$ cat src/logic/ibmux_defs.vh
/*
  constants for the interleaved backplane multiplexer: register indices,
  field positions, reset values and bus position limits.
  assumes apb word addressing: byte address is four times the index.
*/
`ifndef IBMUX_DEFS_VH
`define IBMUX_DEFS_VH

`define IBMUX_IDX_RX_CTL 12'h088
`define IBMUX_IDX_TX_CTL 12'h188
`define IBMUX_IDX_GTC1 12'h0f0
`define IBMUX_IDX_GFC1 12'h0f1
`define IBMUX_IDX_BLOCK 12'h0f8
`define IBMUX_IDX_STATUS 12'h0f9
`define IBMUX_FRAMER_STRIDE 12'h200

`define IBMUX_GANG_BIT 0
`define IBMUX_SPEED_LO 0
`define IBMUX_SPEED_HI 1
`define IBMUX_DEVS_LO 2
`define IBMUX_DEVS_HI 3
`define IBMUX_PORT_EN_BIT 0
`define IBMUX_FRAME_IL_BIT 1

`define IBMUX_SPD_4M 2'h0
`define IBMUX_SPD_8M 2'h1
`define IBMUX_SPD_16M 2'h2

`define IBMUX_CTL_RST 8'h00
`define IBMUX_IDLE_WORD 8'hff
`define IBMUX_LAST_4M 3'h1
`define IBMUX_LAST_8M 3'h3
`define IBMUX_LAST_16M 3'h7
`define IBMUX_OWN_LAST 3'h3

`endif

$ cat src/logic/ibmux_buf.v
/*
  two-entry buffer with valid and ready on both sides.
  assumes one clock; output data come from a register.
*/
`timescale 1ns/1ps
module ibmux_buf
(
  input wire pclk,
  input wire presetn,
  input wire in_valid,
  output wire in_ready,
  input wire [7:0] in_data,
  output wire out_valid,
  input wire out_ready,
  output wire [7:0] out_data
);

reg [7:0] ent0_q;
reg [7:0] ent1_q;
reg [1:0] cnt_q;
wire push;
wire pop;

assign in_ready = (cnt_q != 2'h2);
assign out_valid = (cnt_q != 2'h0);
assign out_data = ent0_q;
assign push = in_valid && in_ready;
assign pop = out_valid && out_ready;

always @(posedge pclk or negedge presetn)
begin
  if (!presetn)
  begin
    ent0_q <= 8'h00;
    ent1_q <= 8'h00;
    cnt_q <= 2'h0;
  end
  else
  begin
    case ({push, pop})
      2'b10:
      begin
        if (cnt_q == 2'h0)
          ent0_q <= in_data;
        else
          ent1_q <= in_data;
        cnt_q <= cnt_q + 2'h1;
      end
      2'b01:
      begin
        ent0_q <= ent1_q;
        cnt_q <= cnt_q - 2'h1;
      end
      2'b11:
      begin
        if (cnt_q == 2'h1)
          ent0_q <= in_data;
        else
        begin
          ent0_q <= ent1_q;
          ent1_q <= in_data;
        end
      end
      default:
      begin
        cnt_q <= cnt_q;
      end
    endcase
  end
end

endmodule

$ cat src/logic/ibmux_top.v
/*
  interleaved backplane multiplexer: apb registers, receive serialiser
  onto the shared bus, transmit deserialiser from it, channel-block outputs.
  assumes framer words arrive on pclk; bus clocks and pins are asynchronous.
*/
// Added by the designer: register access over APB.
`timescale 1ns/1ps
`include "ibmux_defs.vh"
module ibmux_top
(
  input wire pclk,
  input wire presetn,
  input wire psel,
  input wire penable,
  input wire pwrite,
  input wire [13:0] paddr,
  input wire [31:0] pwdata,
  output wire pready,
  output reg [31:0] prdata,
  output reg pslverr,
  input wire rx_word_valid,
  output wire rx_word_ready,
  input wire [3:0] rx_word_data,
  input wire [3:0] rx_word_sig,
  output reg [3:0] tx_word_data,
  output reg [3:0] tx_word_sig,
  output reg tx_word_valid,
  input wire rx_system_clock,
  input wire tx_system_clock,
  input wire [3:0] rx_frame_sync,
  output reg [3:0] rx_serial_out,
  output reg [3:0] rx_serial_oe_n,
  output reg [3:0] rx_signalling_out,
  output reg [3:0] rx_signalling_oe_n,
  input wire [3:0] tx_serial_in,
  input wire [3:0] tx_signalling_in,
  output reg [3:0] rx_channel_block,
  output reg [3:0] tx_channel_block
);

////////////////////////////////////////////////////////////////////////////////
// helpers

function [2:0] last_pos;
  input [1:0] spd;
  begin
    case (spd)
      `IBMUX_SPD_4M: last_pos = `IBMUX_LAST_4M;
      `IBMUX_SPD_8M: last_pos = `IBMUX_LAST_8M;
      default: last_pos = `IBMUX_LAST_16M;
    endcase
  end
endfunction

// bus position owned by a port, ascending port order
function [2:0] slot_of;
  input [1:0] port;
  input [1:0] spd;
  begin
    if (spd == `IBMUX_SPD_4M)
      slot_of = {2'b00, port[0]};
    else
      slot_of = {1'b0, port};
  end
endfunction

////////////////////////////////////////////////////////////////////////////////
// registers

reg [7:0] rx_ctl_q [0:3];
reg [7:0] tx_ctl_q [0:3];
reg [7:0] gtc1_q;
reg [7:0] gfc1_q;
reg [3:0] block_q;
wire [11:0] idx;
wire [1:0] fr;
wire [8:0] off;
wire rx_hit;
wire tx_hit;
wire gtc_hit;
wire gfc_hit;
wire blk_hit;
wire st_hit;
wire gang;
wire [1:0] spd;
reg [31:0] rd_val;
integer i;

assign idx = paddr[13:2];
assign fr = idx[10:9];
assign off = idx[8:0];
assign rx_hit = !idx[11] && (off == `IBMUX_IDX_RX_CTL);
assign tx_hit = !idx[11] && (off == `IBMUX_IDX_TX_CTL);
assign gtc_hit = (idx == `IBMUX_IDX_GTC1);
assign gfc_hit = (idx == `IBMUX_IDX_GFC1);
assign blk_hit = (idx == `IBMUX_IDX_BLOCK);
assign st_hit = (idx == `IBMUX_IDX_STATUS);
assign gang = gtc1_q[`IBMUX_GANG_BIT];
assign spd = gfc1_q[`IBMUX_SPEED_HI:`IBMUX_SPEED_LO];
assign pready = 1'b1;

reg [2:0] rx_pos_q;
reg [2:0] tx_pos_q;
wire buf_valid;

always @*
begin
  rd_val = 32'h00000000;
  if (rx_hit)
    rd_val = {24'h000000, rx_ctl_q[fr]};
  else if (tx_hit)
    rd_val = {24'h000000, tx_ctl_q[fr]};
  else if (gtc_hit)
    rd_val = {24'h000000, gtc1_q};
  else if (gfc_hit)
    rd_val = {24'h000000, gfc1_q};
  else if (blk_hit)
    rd_val = {28'h0000000, block_q};
  else if (st_hit)
    rd_val = {25'h0000000, tx_pos_q, buf_valid, rx_pos_q};
end

always @(posedge pclk or negedge presetn)
begin
  if (!presetn)
  begin
    for (i = 0; i < 4; i = i + 1)
    begin
      rx_ctl_q[i] <= `IBMUX_CTL_RST;
      tx_ctl_q[i] <= `IBMUX_CTL_RST;
    end
    gtc1_q <= `IBMUX_CTL_RST;
    gfc1_q <= `IBMUX_CTL_RST;
    block_q <= 4'h0;
    prdata <= 32'h00000000;
    pslverr <= 1'b0;
  end
  else
  begin
    if (psel && !penable)
    begin
      prdata <= pwrite ? 32'h00000000 : rd_val;
      pslverr <= !(rx_hit || tx_hit || gtc_hit || gfc_hit || blk_hit || (st_hit && !pwrite));
    end
    if (psel && penable && pwrite)
    begin
      if (rx_hit)
        rx_ctl_q[fr] <= pwdata[7:0];
      if (tx_hit)
        tx_ctl_q[fr] <= pwdata[7:0];
      if (gtc_hit)
        gtc1_q <= pwdata[7:0];
      if (gfc_hit)
        gfc1_q <= pwdata[7:0];
      if (blk_hit)
        block_q <= pwdata[3:0];
    end
  end
end

////////////////////////////////////////////////////////////////////////////////
// pin synchronisers and bus clock edges

reg [1:0] rclk_s_q;
reg [1:0] tclk_s_q;
reg rclk_d_q;
reg tclk_d_q;
reg [1:0] sync_s_q;
reg sync_d_q;
reg [3:0] tx_serial_in_m_q;
reg [3:0] tx_serial_in_s_q;
reg [3:0] tx_signalling_in_m_q;
reg [3:0] tx_signalling_in_s_q;
wire rx_edge;
wire tx_edge;
wire sync_pin;

// pin 1 realigns the receive position count at every speed; pins 2 to 4 are not used
assign sync_pin = rx_frame_sync[0];
assign rx_edge = rclk_s_q[1] && !rclk_d_q;
assign tx_edge = tclk_s_q[1] && !tclk_d_q;

always @(posedge pclk or negedge presetn)
begin
  if (!presetn)
  begin
    rclk_s_q <= 2'b00;
    tclk_s_q <= 2'b00;
    rclk_d_q <= 1'b0;
    tclk_d_q <= 1'b0;
    sync_s_q <= 2'b00;
    sync_d_q <= 1'b0;
    tx_serial_in_m_q <= 4'h0;
    tx_serial_in_s_q <= 4'h0;
    tx_signalling_in_m_q <= 4'h0;
    tx_signalling_in_s_q <= 4'h0;
  end
  else
  begin
    rclk_s_q <= {rclk_s_q[0], rx_system_clock};
    tclk_s_q <= {tclk_s_q[0], tx_system_clock};
    rclk_d_q <= rclk_s_q[1];
    tclk_d_q <= tclk_s_q[1];
    sync_s_q <= {sync_s_q[0], sync_pin};
    sync_d_q <= sync_s_q[1];
    tx_serial_in_m_q <= tx_serial_in;
    tx_serial_in_s_q <= tx_serial_in_m_q;
    tx_signalling_in_m_q <= tx_signalling_in;
    tx_signalling_in_s_q <= tx_signalling_in_m_q;
  end
end

////////////////////////////////////////////////////////////////////////////////
// receive path: buffer, position count, pin drive

wire [7:0] buf_data;
wire buf_pop;
reg [7:0] cur_q;
reg sync_seen_q;
wire rx_wrap;

assign rx_wrap = (rx_pos_q == last_pos(spd)) || sync_seen_q;
assign buf_pop = rx_edge && rx_wrap;

ibmux_buf u_buf
(
  .pclk(pclk),
  .presetn(presetn),
  .in_valid(rx_word_valid),
  .in_ready(rx_word_ready),
  .in_data({rx_word_sig, rx_word_data}),
  .out_valid(buf_valid),
  .out_ready(buf_pop),
  .out_data(buf_data)
);

always @(posedge pclk or negedge presetn)
begin
  if (!presetn)
  begin
    rx_pos_q <= 3'h0;
    cur_q <= `IBMUX_IDLE_WORD;
    sync_seen_q <= 1'b0;
  end
  else
  begin
    if (sync_s_q[1] && !sync_d_q)
      sync_seen_q <= 1'b1;
    else if (rx_edge)
      sync_seen_q <= 1'b0;
    if (rx_edge)
    begin
      if (rx_wrap)
      begin
        rx_pos_q <= 3'h0;
        cur_q <= buf_valid ? buf_data : `IBMUX_IDLE_WORD;
      end
      else
        rx_pos_q <= rx_pos_q + 3'h1;
    end
  end
end

reg [3:0] ser_d;
reg [3:0] ser_oe_n_d;
reg [3:0] sig_d;
reg [3:0] sig_oe_n_d;
reg [3:0] rblk_d;
reg [1:0] pa;
reg [1:0] pb;
integer n;

always @*
begin
  ser_d = 4'hf;
  sig_d = 4'hf;
  ser_oe_n_d = 4'h0;
  sig_oe_n_d = 4'h0;
  rblk_d = 4'h0;
  pa = 2'h0;
  pb = 2'h0;
  for (n = 0; n < 4; n = n + 1)
    if (rx_pos_q == slot_of(n[1:0], spd) && (spd != `IBMUX_SPD_4M || n < 2))
      rblk_d[n] = block_q[n];
  if (spd == `IBMUX_SPD_4M)
    for (n = 2; n < 4; n = n + 1)
      if (rx_pos_q == slot_of(n[1:0], spd))
        rblk_d[n] = block_q[n];
  if (gang)
  begin
    ser_oe_n_d = 4'hf;
    sig_oe_n_d = 4'hf;
    for (n = 0; n < 4; n = n + 1)
      if (rx_pos_q == slot_of(n[1:0], spd) && rx_ctl_q[n][`IBMUX_PORT_EN_BIT])
      begin
        ser_d[n] = cur_q[n];
        sig_d[n] = cur_q[n + 4];
        ser_oe_n_d[n] = 1'b0;
        sig_oe_n_d[n] = 1'b0;
      end
  end
  else if (spd == `IBMUX_SPD_4M)
  begin
    pa = {1'b0, rx_pos_q[0]};
    pb = {1'b1, rx_pos_q[0]};
    if (rx_ctl_q[pa][`IBMUX_PORT_EN_BIT])
    begin
      ser_d[0] = cur_q[pa];
      sig_d[0] = cur_q[{1'b1, pa}];
    end
    if (rx_ctl_q[pb][`IBMUX_PORT_EN_BIT])
    begin
      ser_d[2] = cur_q[pb];
      sig_d[2] = cur_q[{1'b1, pb}];
    end
  end
  else if (rx_pos_q[2])
  begin
    ser_oe_n_d[0] = 1'b1;
    sig_oe_n_d[0] = 1'b1;
  end
  else if (rx_ctl_q[rx_pos_q[1:0]][`IBMUX_PORT_EN_BIT])
  begin
    ser_d[0] = cur_q[rx_pos_q[1:0]];
    sig_d[0] = cur_q[{1'b1, rx_pos_q[1:0]}];
  end
  // pins 2 and 4 (and 3 above 4 MHz) keep idle ones in internal mode
end

always @(posedge pclk or negedge presetn)
begin
  if (!presetn)
  begin
    rx_serial_out <= 4'hf;
    rx_serial_oe_n <= 4'hf;
    rx_signalling_out <= 4'hf;
    rx_signalling_oe_n <= 4'hf;
    rx_channel_block <= 4'h0;
  end
  else
  begin
    rx_serial_out <= ser_d;
    rx_serial_oe_n <= ser_oe_n_d;
    rx_signalling_out <= sig_d;
    rx_signalling_oe_n <= sig_oe_n_d;
    rx_channel_block <= rblk_d;
  end
end

////////////////////////////////////////////////////////////////////////////////
// transmit path: sample bus pins into one word per interleave unit

reg [7:0] acc_q;
reg [7:0] acc_d;
reg [3:0] tblk_d;

always @*
begin
  acc_d = acc_q;
  tblk_d = 4'h0;
  for (n = 0; n < 4; n = n + 1)
    if (tx_pos_q == slot_of(n[1:0], spd))
    begin
      tblk_d[n] = block_q[n];
      if (gang)
      begin
        acc_d[n] = tx_serial_in_s_q[n];
        acc_d[n + 4] = tx_signalling_in_s_q[n];
      end
      else if (spd == `IBMUX_SPD_4M)
      begin
        acc_d[n] = n < 2 ? tx_serial_in_s_q[0] : tx_serial_in_s_q[2];
        acc_d[n + 4] = n < 2 ? tx_signalling_in_s_q[0] : tx_signalling_in_s_q[2];
      end
      else
      begin
        acc_d[n] = tx_serial_in_s_q[0];
        acc_d[n + 4] = tx_signalling_in_s_q[0];
      end
      if (!tx_ctl_q[n][`IBMUX_PORT_EN_BIT])
      begin
        acc_d[n] = 1'b1;
        acc_d[n + 4] = 1'b1;
      end
    end
end

always @(posedge pclk or negedge presetn)
begin
  if (!presetn)
  begin
    tx_pos_q <= 3'h0;
    acc_q <= `IBMUX_IDLE_WORD;
    tx_word_data <= 4'hf;
    tx_word_sig <= 4'hf;
    tx_word_valid <= 1'b0;
    tx_channel_block <= 4'h0;
  end
  else
  begin
    tx_word_valid <= 1'b0;
    tx_channel_block <= tblk_d;
    if (tx_edge)
    begin
      acc_q <= acc_d;
      if (tx_pos_q == last_pos(spd))
      begin
        tx_pos_q <= 3'h0;
        tx_word_data <= acc_d[3:0];
        tx_word_sig <= acc_d[7:4];
        tx_word_valid <= 1'b1;
      end
      else
        tx_pos_q <= tx_pos_q + 3'h1;
    end
  end
end

endmodule

$ cat config.mk
export PLATFORM = sky130hd
export DESIGN_NAME = ibmux_top
export DESIGN_NICKNAME = d
export VERILOG_FILES = /design/src/logic/ibmux_buf.v /design/src/logic/ibmux_top.v
export VERILOG_INCLUDE_DIRS = /design/src /design/src/logic
export SDC_FILE = /design/constraint.sdc
export NUM_CORES = 1
export LEC_CHECK = 0
export BUFFER_PORTS_ARGS = -buffer_cell sky130_fd_sc_hd__buf_2
export CAP_MARGIN = 20
export CORE_ASPECT_RATIO = 1.4
export CORE_UTILIZATION = 49
export DETAILED_ROUTE_END_ITERATION = 10
export PLACE_DENSITY = 0.79
export SLEW_MARGIN = 40
export SYNTH_ARGS = -nofsm -noshare
export SYNTH_HDL_FRONTEND = slang
export SYNTH_HIERARCHICAL = 1
export SYNTH_SLANG_ARGS = --single-unit
$ cat constraint.sdc
create_clock -name pclk -period 3.1 [get_ports pclk]
set_input_delay 0.155 -clock pclk [delete_from_list [all_inputs] [get_ports pclk]]
set_output_delay 0.155 -clock pclk [all_outputs]
set_load 0.02 [all_outputs]
# Yosys cells after proc, flatten, opt, wreduce, memory -nomap -nowiden
# Index checks and enable logic that the tools add are counted.
[word_totals]
ff_bits = 212
latch_bits = 0
ramBits = 0
romBits = 0
out_inout_bits = 68
n_memories = 0
[classes]
add_sub_neg = 4
multipliers = 0
n_div = 0
n_lt_le_gt_ge = 11
n_eq_ne = 29
shift = 0
mux = 133
bitwise_logic = 4
reduce_logical = 51
[op_table]
columns = ["op", "n"]
rows = [
  ["$mux W32", 5],
  ["$mux W1", 89],
  ["$bmux W8 S2", 5],
  ["$mux W8", 10],
  ["$bwmux W32", 2],
  ["$eq A12 B8 Y1 const B", 4],
  ["$eq A3 B3 Y1", 12],
  ["$mux W3", 10],
  ["$pmux W8 S3", 1],
  ["$logic_and A1 B1 Y1", 19],
  ["$demux W8 S2", 1],
  ["$pmux W8 S2", 1],
  ["$reduce_and A2 Y1", 8],
  ["$mux W7", 2],
  ["$ge A3 B3 Y1 const B", 4],
  ["$lt A3 B4 Y1 const B", 3],
  ["$reduce_bool A2 Y1", 5],
  ["$eq A9 B8 Y1 const B", 1],
  ["$eq A9 B9 Y1 const B", 1],
  ["$not A2 Y3", 3],
  ["$lt A2 B4 Y1 const B", 2],
  ["$logic_not A1 Y1", 7],
  ["$add A3 B1 Y3 const B", 2],
  ["$eq A2 B1 Y1 const B", 3],
  ["other kinds (18)", 32],
]

# Depth between registers and ports, before layout
# Gate-level depths: netlist of run 1.
[logic_depth]
ltp_word = 9
ltp_mapped = 15

# Cells and area by module
# The synthesis of run 1 kept the hierarchy.
[modules_own_cells]
columns = ["module", "instances", "cells_each", "area_each_um2", "seq_area_each_um2"]
rows = [
  ["ibmux_top", 1, 644, 7843.8, 4299.1],
  ["ibmux_buf", 1, 90, 964.7, 450.4],
]

# Least setup slack after synthesis of run 1
# No wires, ideal clock.
[synth_timing]
kind = "flip-flop to flip-flop"
start = "register gfc1_q[1]"
end = "register u_buf.ent1_q[0]"
setup_time_ps = 125
t_arrival_ps = 3235
required_ps = 2975
slack_ps = -260
stages_incl_launch_ff = 16
path_buffers = 6
cell_sequence = "dfrtp_1 -> clkbuf_1 -> or2_2 -> clkbuf_1 -> nor3_1 -> o31a_1 -> buf_2 -> buf_4 -> nand2b_1 -> clkinv_1 -> buf_2 -> ha_1 -> and2_1 -> buf_2 -> a211oi_4 -> mux2_2"
[synth_via]
elab_chain_len = 9
elab_cells_between_ends = 14
cone_classes = "eq/ne (6); mux (2); reduce/logical (6)"
[synth_rtl]
columns = ["element", "line_no", "text"]
rows = [
  ["start: declaration", "ibmux_top.v:73", "reg [7:0] gfc1_q;"],
  ["start signal: assignment", "ibmux_top.v:133", "gfc1_q <= `IBMUX_CTL_RST;"],
  ["start signal: assignment", "ibmux_top.v:154", "gfc1_q <= pwdata[7:0];"],
  ["$eq A2 B1 Y1 or $logic_not A2 Y1 (tied branches)", "ibmux_top.v:47", "case (spd)"],
  ["$pmux W3 S2 (*)", "ibmux_top.v:47", ""],
  ["$eq A3 B3 Y1 (*)", "ibmux_top.v:222", "assign rx_wrap = (rx_pos_q == last_pos(spd)) || sync_seen_q;"],
  ["$logic_or A1 B1 Y1 (*)", "ibmux_top.v:222", ""],
  ["$logic_and A1 B1 Y1 (*)", "ibmux_top.v:223", "assign buf_pop = rx_edge && rx_wrap;"],
  ["via buf_pop", "ibmux_top.v:217", "wire buf_pop;"],
  ["$logic_and A1 B1 Y1 (*)", "ibmux_buf.v:28", "assign pop = out_valid && out_ready;"],
  ["$eq A2 B2 Y1", "ibmux_buf.v:40", "case ({push, pop})"],
  ["$ne A2 B2 Y1 (no line) or $reduce_bool A2 Y1 (tied branches)", "--", ""],
  ["$reduce_and A3 Y1 (no line)", "--", ""],
  ["end signal: assignment", "ibmux_buf.v:46", "ent1_q <= in_data;"],
  ["end signal: assignment", "ibmux_buf.v:61", "ent1_q <= in_data;"],
  ["end: declaration", "ibmux_buf.v:19", "reg [7:0] ent1_q;"],
]
# Mark *: on every way through the listed nets, which the timed path passes. The rest lies on a longest branch.
# A chain may end at the register's enable or synchronous reset.

# Worst setup path after layout of run 1
[layout_timing]
start = "register gfc1_q[1]"
end = "register u_buf.ent1_q[5]"
[layout_via]
elab_chain_len = 9
elab_cells_between_ends = 14
cone_classes = "eq/ne (6); mux (2); reduce/logical (6)"
[layout_rtl]
columns = ["element", "line_no"]
rows = [
  ["$eq A2 B1 Y1 or $logic_not A2 Y1 (tied branches)", "ibmux_top.v:47"],
  ["$pmux W3 S2 (*)", "ibmux_top.v:47"],
  ["$eq A3 B3 Y1 (*)", "ibmux_top.v:222"],
  ["$logic_or A1 B1 Y1 (*)", "ibmux_top.v:222"],
  ["$logic_and A1 B1 Y1 (*)", "ibmux_top.v:223"],
  ["$logic_and A1 B1 Y1 (*)", "ibmux_buf.v:28"],
  ["$eq A2 B2 Y1", "ibmux_buf.v:40"],
  ["$ne A2 B2 Y1 (no line) or $reduce_bool A2 Y1 (tied branches)", "--"],
  ["$reduce_and A3 Y1 (no line)", "--"],
]
# Every way passes the cells marked *; elsewhere a longest branch is shown, timed or not.

==> impl_results.md, run 1 <==
* Period Utilization, post-route at 94.00%
* Routed vias at 5990
* Cell type with the highest aggregate area in the netlist: sky130_fd_sc_hd__dfrtp_1
* Worst R2R Setup Slack at 0.19 ns
* Area used by sequential logic in the layout at 0.004750 mm2
* Switch share at 31.53%
* RSZ-0062 raised after global routing: false
* Min-Delay Path Class: in2reg
* Cell depth of the worst min-delay path at 3
* Data arrival at the endpoint of the critical path at 3.23 ns
* Instance count on the critical path at 9
* Total clock buffers created by CTS at 17
* Average wire length per cell after detail routing at 17.59 um
* Final Max Slew Viols at 0
* Root buffer cell: sky130_fd_sc_hd__clkbuf_16
* Count of cells resized by post-cts repair at 0
* Starting utilization of the core area at 50.41%
* Total overflow reported by the global router at 0
* DRC violations left at 0
* Final weighted congestion in routability-driven placement at 0.8040
* CP delay by family, top: compound AO/OA/AOI/OAI gates
* Floorplan die area at 0.01852 mm2
* Post-layout net count at 919
* Slew of the pin with the lowest slew margin at 0.7959 ns
* Number of instances in the synthesized netlist at 734
* Vias in the first global route at 6055
* Peak ir drop on the vdd network at 399.7 uV
* Worst rel slew slack at 46.54%
* R2R Path End: u_buf/ent1_q[5]
* Number of clock sinks seen by CTS at 188
* Crit path max-delay cell type: sky130_fd_sc_hd__dfrtp_1
* CTS H-tree lvls at 4
* Overall power after layout at 6670 uW
* Global router's overall resource usage at 22.36%
* Dominant cell by count in the synthesized netlist: sky130_fd_sc_hd__dfrtp_1
* Setup Viol. Count Final at 0
* Cell chain of the critical path: or3b_2 -> a21oi_1 -> o31a_1 -> nand2b_1 -> clkinv_2 -> ha_1 -> nor2_1 -> a211oi_4 -> mux2_2
* Top cells by area in the synthesized netlist: sky130_fd_sc_hd__dfrtp_1, sky130_fd_sc_hd__mux2_2, sky130_fd_sc_hd__dfstp_2, sky130_fd_sc_hd__mux4_2, sky130_fd_sc_hd__o21ai_0
* Reg power frac at 47.0%
* Kind of capture point of the worst setup path: flop
* Floorplan die height at 160.6 um
* Type of origin of the critical path: flop
* Number of primary I/O pins at 142
* Final ANT Viol Nets at 0
* Average cell area after synthesis at 12.00 um2
* Largest fanout on the critical path at 10
* Count of buffers inserted at the top-level ports at 87
* Post-synth design cell area at 0.008808 mm2
* Combinational share of power at 21.1%
* Area overhead of the layout relative to synthesis at 15.75%
* Share of the synthesized area in the top cell type at 43.18%
* Layout fillers at 1375
* Commonest register cell after synthesis: sky130_fd_sc_hd__dfrtp_1
* CTS tree: built
* Final WL at 19.01 mm
* Antenna diode count at 0
* Part of the power in the clock network at 32.0%
* Power density over the cells at 654.2 mW/mm2
* Wire length of the first global-routing pass at 31.65 mm
* Post-Route Setup TNS at 0 ns
* Footprint of the multi-input gates at 0.003666 mm2
* Detail-routed via count per cell at 5.541
* Hold Startpoint: pwdata[0]
* Die X at 115.3 um
* CTS clock-pin slew for the worst setup and hold paths at 0.08 ns
* Number of unique standard cell types used by synthesis at 57
* Ranking of synthesized cells by instance count: sky130_fd_sc_hd__dfrtp_1, sky130_fd_sc_hd__mux2_2, sky130_fd_sc_hd__o21ai_0
* Registers with the most flip-flops: rx_ctl_q: 32 flops, tx_ctl_q: 32 flops
* TritonRoute pass-1 iters at 7
* Number of buffer and inverter stages on the critical path at 1
* R2R cell count at 9
* Standard-cell rows at 57
* Max cap viols at 0
* Run status: finished clean
* Worst Hold End: block_q[0]
* Fraction of final layout cells with drive strength greater than 1 at 35.98%
* Post-CTS setup-driven buffer insertion count at 0
* DRT iter0 DRCs at 504
* Startpoint of the lowest-slack register-to-register path: gfc1_q[1]
* Hold Vio Cnt, Final at 0
* HPWL after DPL at 13.25 mm
* Yosys warning count at 6
* EDFF count, synth at 0
* Antenna violations before repair at 1
* Stage delay of the slowest cell on the critical path at 0.50 ns
* Yosys reg bits at 188
* Endpoint required time on the critical path at 3.42 ns
* Critical path type: reg2reg
* Internal power consumption at 4567 uW
* Fraction of the yosys area taken by sequential cells at 53.92%
* Leakage power of the design at 0.004736 uW
* Net switching power at 2103 uW
* Proportion of register bits with asynchronous set or reset after synthesis at 100.0%
* Maximum buffer depth of the clock tree at 2
* Post-layout minimum cycle time at 2.914 ns
* Pin count of the biggest net entering global routing at 55
* Core ar. at 0.01747 mm2
* Insertion delay to the later sink of the worst-skew pair at 0.43 ns
* Skew final at 0.01204 ns
* Maximum clock frequency at 0.3432 GHz
## routing by layer
layer	up-vias	GRT usage, %	wire length (um)
met4	2	9.504	538
li1	2751	-	-
met5	-	0	10
met1	3003	28.25	7769
met2	190	37.43	9844
met3	44	4.038	851
## stage by stage
step / area [um2] / setup slack, ns / hold WS (ns) / instances / util (%)
after CTS: 10200 / 0.2236 / 0.06054 / 1081 / 58.35
final: 10200 / 0.1861 / 0.08999 / 1081 / 58.35
after global routing: 10200 / 0.02357 / 0.08033 / 1081 / 58.35
after detailed placement: 9412 / 0.2740 / 0.1029 / 1029 / 53.86
after global placement: 9384 / 0.3127 / 0.2631 / 1028 / 53.71
after floorplan: 8901 / 0.03048 / -0.1406 / 757 / -
## layout by cell type, fill, tap and decap left out, types with 13 or more instances in the layout
cell type and instances:
sky130_fd_sc_hd__buf_4 15, sky130_fd_sc_hd__mux2_2 92, sky130_fd_sc_hd__buf_2 86, sky130_fd_sc_hd__ha_1 13, sky130_fd_sc_hd__conb_1 25, sky130_fd_sc_hd__nor2_1 30
sky130_fd_sc_hd__nand2_1 46, sky130_fd_sc_hd__a31oi_1 23, sky130_fd_sc_hd__inv_1 25, sky130_fd_sc_hd__dfstp_2 36, sky130_fd_sc_hd__o21ai_0 48, sky130_fd_sc_hd__mux4_2 18
sky130_fd_sc_hd__dlygate4sd3_1 20, sky130_fd_sc_hd__a21oi_1 30, sky130_fd_sc_hd__nor3_1 17, sky130_fd_sc_hd__clkbuf_16 17, sky130_fd_sc_hd__dfrtp_1 152
## cell families (layout without fill, tap and decap cells)
group | after synthesis | in the layout | share of synthesized area, %
AO/OA/AOI/OAI | 133 | 133 | 9.048
multiplexers | 119 | 119 | 17.39
XOR/XNOR | 6 | 6 | 0.5966
adder cells (fa/ha/maj) | 13 | 13 | 1.847
other | 2 | 25 | 0.08526
flip-flops | 188 | 188 | 53.92
buffers and inverters | 94 | 182 | 5.440
AND/OR/NAND/NOR | 179 | 179 | 11.68
## worst min-delay path: cells and delay by family
kind / cells / cell delay (ns)
compound gates: 1 / 0.07
simple gates: 1 / 0.08
buf+inv: 1 / 0.18
## how the worst max path moves through the flow
stage	startpoint	endpoint	slack [ns]
after floorplan	gfc1_q[1]	u_buf/ent1_q[0]	0.03
after CTS	gfc1_q[1]	u_buf/ent1_q[2]	0.22
after global routing	gfc1_q[1]	u_buf/ent1_q[5]	0.02
final	gfc1_q[1]	u_buf/ent1_q[5]	0.19
after global placement	gfc1_q[1]	u_buf/ent1_q[4]	0.31
after detailed placement	gfc1_q[1]	u_buf/ent1_q[2]	0.27
## power by group through the flow
stage	Combinational (uW)	Sequential [uW]	Clock, uW
after floorplan	955	3200	0
after global placement	1340	3160	0
after detailed placement	1380	3180	0
after CTS	1410	3130	2170
after global routing	1590	3190	2270
final	1410	3130	2130
## what timing repair did
| action | in CTS | in global routing |
|---|---|---|
| endpoints found under the hold margin | 59 | 0 |
| endpoints found under the setup margin | 0 | 0 |
| hold buffers | 20 | 0 |
## area by class of cell
cell class | instances | area share (%)
inverters | 26 | 0.9694
clock buffers | 18 | 4.307
repair buffers | 124 | 7.866
well taps | 236 | 2.896
clock inverters | 14 | 1.423
multi-input cells | 475 | 35.96
flip-flops and latches | 188 | 46.58
No activity file was read; power rests on OpenSTA's default activity.
==> run 2, diff against run 1 <==
- PLACE_DENSITY: 0.79 -> 0.77
- clock period: 3.1 -> 2.9 ns (I/O delays scaled with it)
==> impl_results.md, run 2 (synthesis results as in run 1) <==
* Critical Path Source: rx_pos_q[2]
* Root buffer cell: sky130_fd_sc_hd__clkbuf_16
* Hold Vio Cnt, Final at 0
* Skew final at 0.008397 ns
* Largest fanout on the critical path at 11
* Wire length of the first global-routing pass at 31.81 mm
* CTS tree: built
* Die X at 115.3 um
* Post-layout minimum cycle time at 2.669 ns
* Insertion delay to the later sink of the worst-skew pair at 0.43 ns
* R2R cell count at 10
* Hold Startpoint: pwdata[0]
* Core ar. at 0.01747 mm2
* Type of origin of the critical path: flop
* Kind of capture point of the worst setup path: flop
* Period Utilization, post-route at 92.02%
* Detail-routed via count per cell at 5.535
* Min-Delay Path Class: in2reg
* R2R Path End: u_buf/ent1_q[6]
* Post-CTS setup-driven buffer insertion count at 0
* Area used by sequential logic in the layout at 0.004750 mm2
* Number of clock sinks seen by CTS at 188
* Floorplan die height at 160.6 um
* DRT iter0 DRCs at 467
* Count of buffers inserted at the top-level ports at 87
* Sum of met3 wire segment lengths after detailed routing at 810 um
* Peak ir drop on the vdd network at 468.0 uV
* Final ANT Viol Nets at 0
* Max cap viols at 0
* Post-Route Setup TNS at 0 ns
* Routed metal-1 wirelength at 8.105 mm
* Count of cells resized by post-cts repair at 0
* Startpoint of the lowest-slack register-to-register path: rx_pos_q[2]
* RSZ-0062 raised after global routing: false
* Crit path max-delay cell type: sky130_fd_sc_hd__or3b_2
* CTS clock-pin slew for the worst setup and hold paths at 0.07 ns
* Minimum setup slack in the final design at 0.2313 ns
* Vias in the first global route at 6149
* Antenna violations before repair at 3
* Maximum buffer depth of the clock tree at 2
* Final WL at 19.38 mm
* Power density over the cells at 713.3 mW/mm2
* Endpoint required time on the critical path at 3.22 ns
* Final weighted congestion in routability-driven placement at 0.8538
* Footprint of the multi-input gates at 0.003724 mm2
* Post-route standard cell area excluding fillers at 0.01027 mm2
* Total overflow reported by the global router at 0
* Number of buffer and inverter stages on the critical path at 2
* HPWL after DPL at 13.11 mm
* Final Max Slew Viols at 0
* Worst rel slew slack at 47.85%
* Fraction of final layout cells with drive strength greater than 1 at 36.17%
* Slew of the pin with the lowest slew margin at 0.7764 ns
* Data arrival at the endpoint of the critical path at 2.98 ns
* Post-layout net count at 920
* CTS Hold Bufs at 20
* Number of primary I/O pins at 142
* Leakage power of the design at 0.004774 uW
* TritonRoute pass-1 iters at 5
* Maximum clock frequency at 0.3747 GHz
* CP delay by family, top: simple AND/OR/NAND/NOR gates
* CTS H-tree lvls at 4
* Setup Viol. Count Final at 0
* DRC violations left at 0
* Total clock buffers created by CTS at 17
* Placed cell area at 0.009470 mm2
* Instance count on the critical path at 10
* Pin count of the biggest net entering global routing at 74
* Starting utilization of the core area at 50.41%
* Area overhead of the layout relative to synthesis at 16.63%
* Floorplan die area at 0.01852 mm2
* Worst Hold End: block_q[0]
* Stage delay of the slowest cell on the critical path at 0.46 ns
* Cell chain of the critical path: or3b_2 -> a21oi_1 -> o31a_1 -> nand2b_4 -> clkinv_4 -> ha_4 -> and2_1 -> a211oi_4 -> buf_4 -> mux2_4
* Critical path type: reg2reg
* Met2 wirelength from detailed routing at 9.868 mm
* Cell depth of the worst min-delay path at 3
* Highest Signal Layer: met5
* Leading cell type in the layout, fill and taps excluded: sky130_fd_sc_hd__dfrtp_1
* Commonest non-fill, non-tap cells in the layout: sky130_fd_sc_hd__dfrtp_1, sky130_fd_sc_hd__buf_2, sky130_fd_sc_hd__mux2_2
* Worst R2R Setup Slack at 0.23 ns
* Registers with the most flip-flops: rx_ctl_q: 32 flops, tx_ctl_q: 32 flops
* Run status: finished clean
* Global router's overall resource usage at 22.63%
* Routed vias at 6000
* Worst Hold Slack at 0.08365 ns
* Standard-cell rows at 57
* Average wire length per cell after detail routing at 17.88 um
* Setup WS pre-CTS at 0.2881 ns
* Layout fillers at 1378
run 2: cell type report:
| cell class | instances | share of cell area (%) |
|---|---|---|
| Clock buffer | 20 | 4.348 |
| Antenna cell | 2 | 0.04872 |
| Multi-Input combinational cell | 475 | 36.24 |
| Tap cell | 236 | 2.874 |
| Sequential cell | 188 | 46.23 |
| Inverter | 26 | 0.9987 |
| Clock inverter | 12 | 1.474 |
| Timing Repair Buffer | 125 | 7.782 |
run 2: layer usage:
metal	up-vias	GRT usage, %
met3	52	4.528
met4	2	10.09
met5	-	0
met2	189	37.59
met1	2996	28.33
li1	2761	-
run 2: worst reg2reg max path: stages, from the launching register on:
cell,delay [ns]
sky130_fd_sc_hd__dfrtp_1,0.37
sky130_fd_sc_hd__or3b_2,0.46
sky130_fd_sc_hd__a21oi_1,0.24
sky130_fd_sc_hd__o31a_1,0.28
sky130_fd_sc_hd__nand2b_4,0.14
sky130_fd_sc_hd__clkinv_4,0.07
sky130_fd_sc_hd__ha_4,0.13
sky130_fd_sc_hd__and2_1,0.29
sky130_fd_sc_hd__a211oi_4,0.06
sky130_fd_sc_hd__buf_4,0.20
sky130_fd_sc_hd__mux2_4,0.31
run 2: report_power, final:
part / total [uW] / leakage, uW / switching, uW / internal [uW]
clock network: 2370 / 0.000289 / 1040 / 1320
logic: 1600 / 0.00211 / 928 / 669
registers: 3370 / 0.00237 / 270 / 3100
total: 7330 / 0.00477 / 2240 / 5090
run 2: stage by stage:
stage          power [uW]  util, %  cells
2_1_floorplan        4516        -    757
3_3_place_gp         4897    54.17   1029
3_5_place_dp         4957    54.20   1030
4_1_cts              7355    58.77   1082
5_1_grt              7707    58.80   1084
6_report             7328    58.80   1084
run 2: how the worst max path moves through the flow:
stage | end | slack (ns)
finish | u_buf/ent1_q[6] | 0.23
global route | u_buf/ent1_q[2] | 0.15
CTS | u_buf/ent1_q[6] | 0.24
detailed placement | u_buf/ent1_q[0] | 0.29
global placement | u_buf/ent1_q[2] | 0.32
floorplan | u_buf/ent1_q[0] | 0.0004
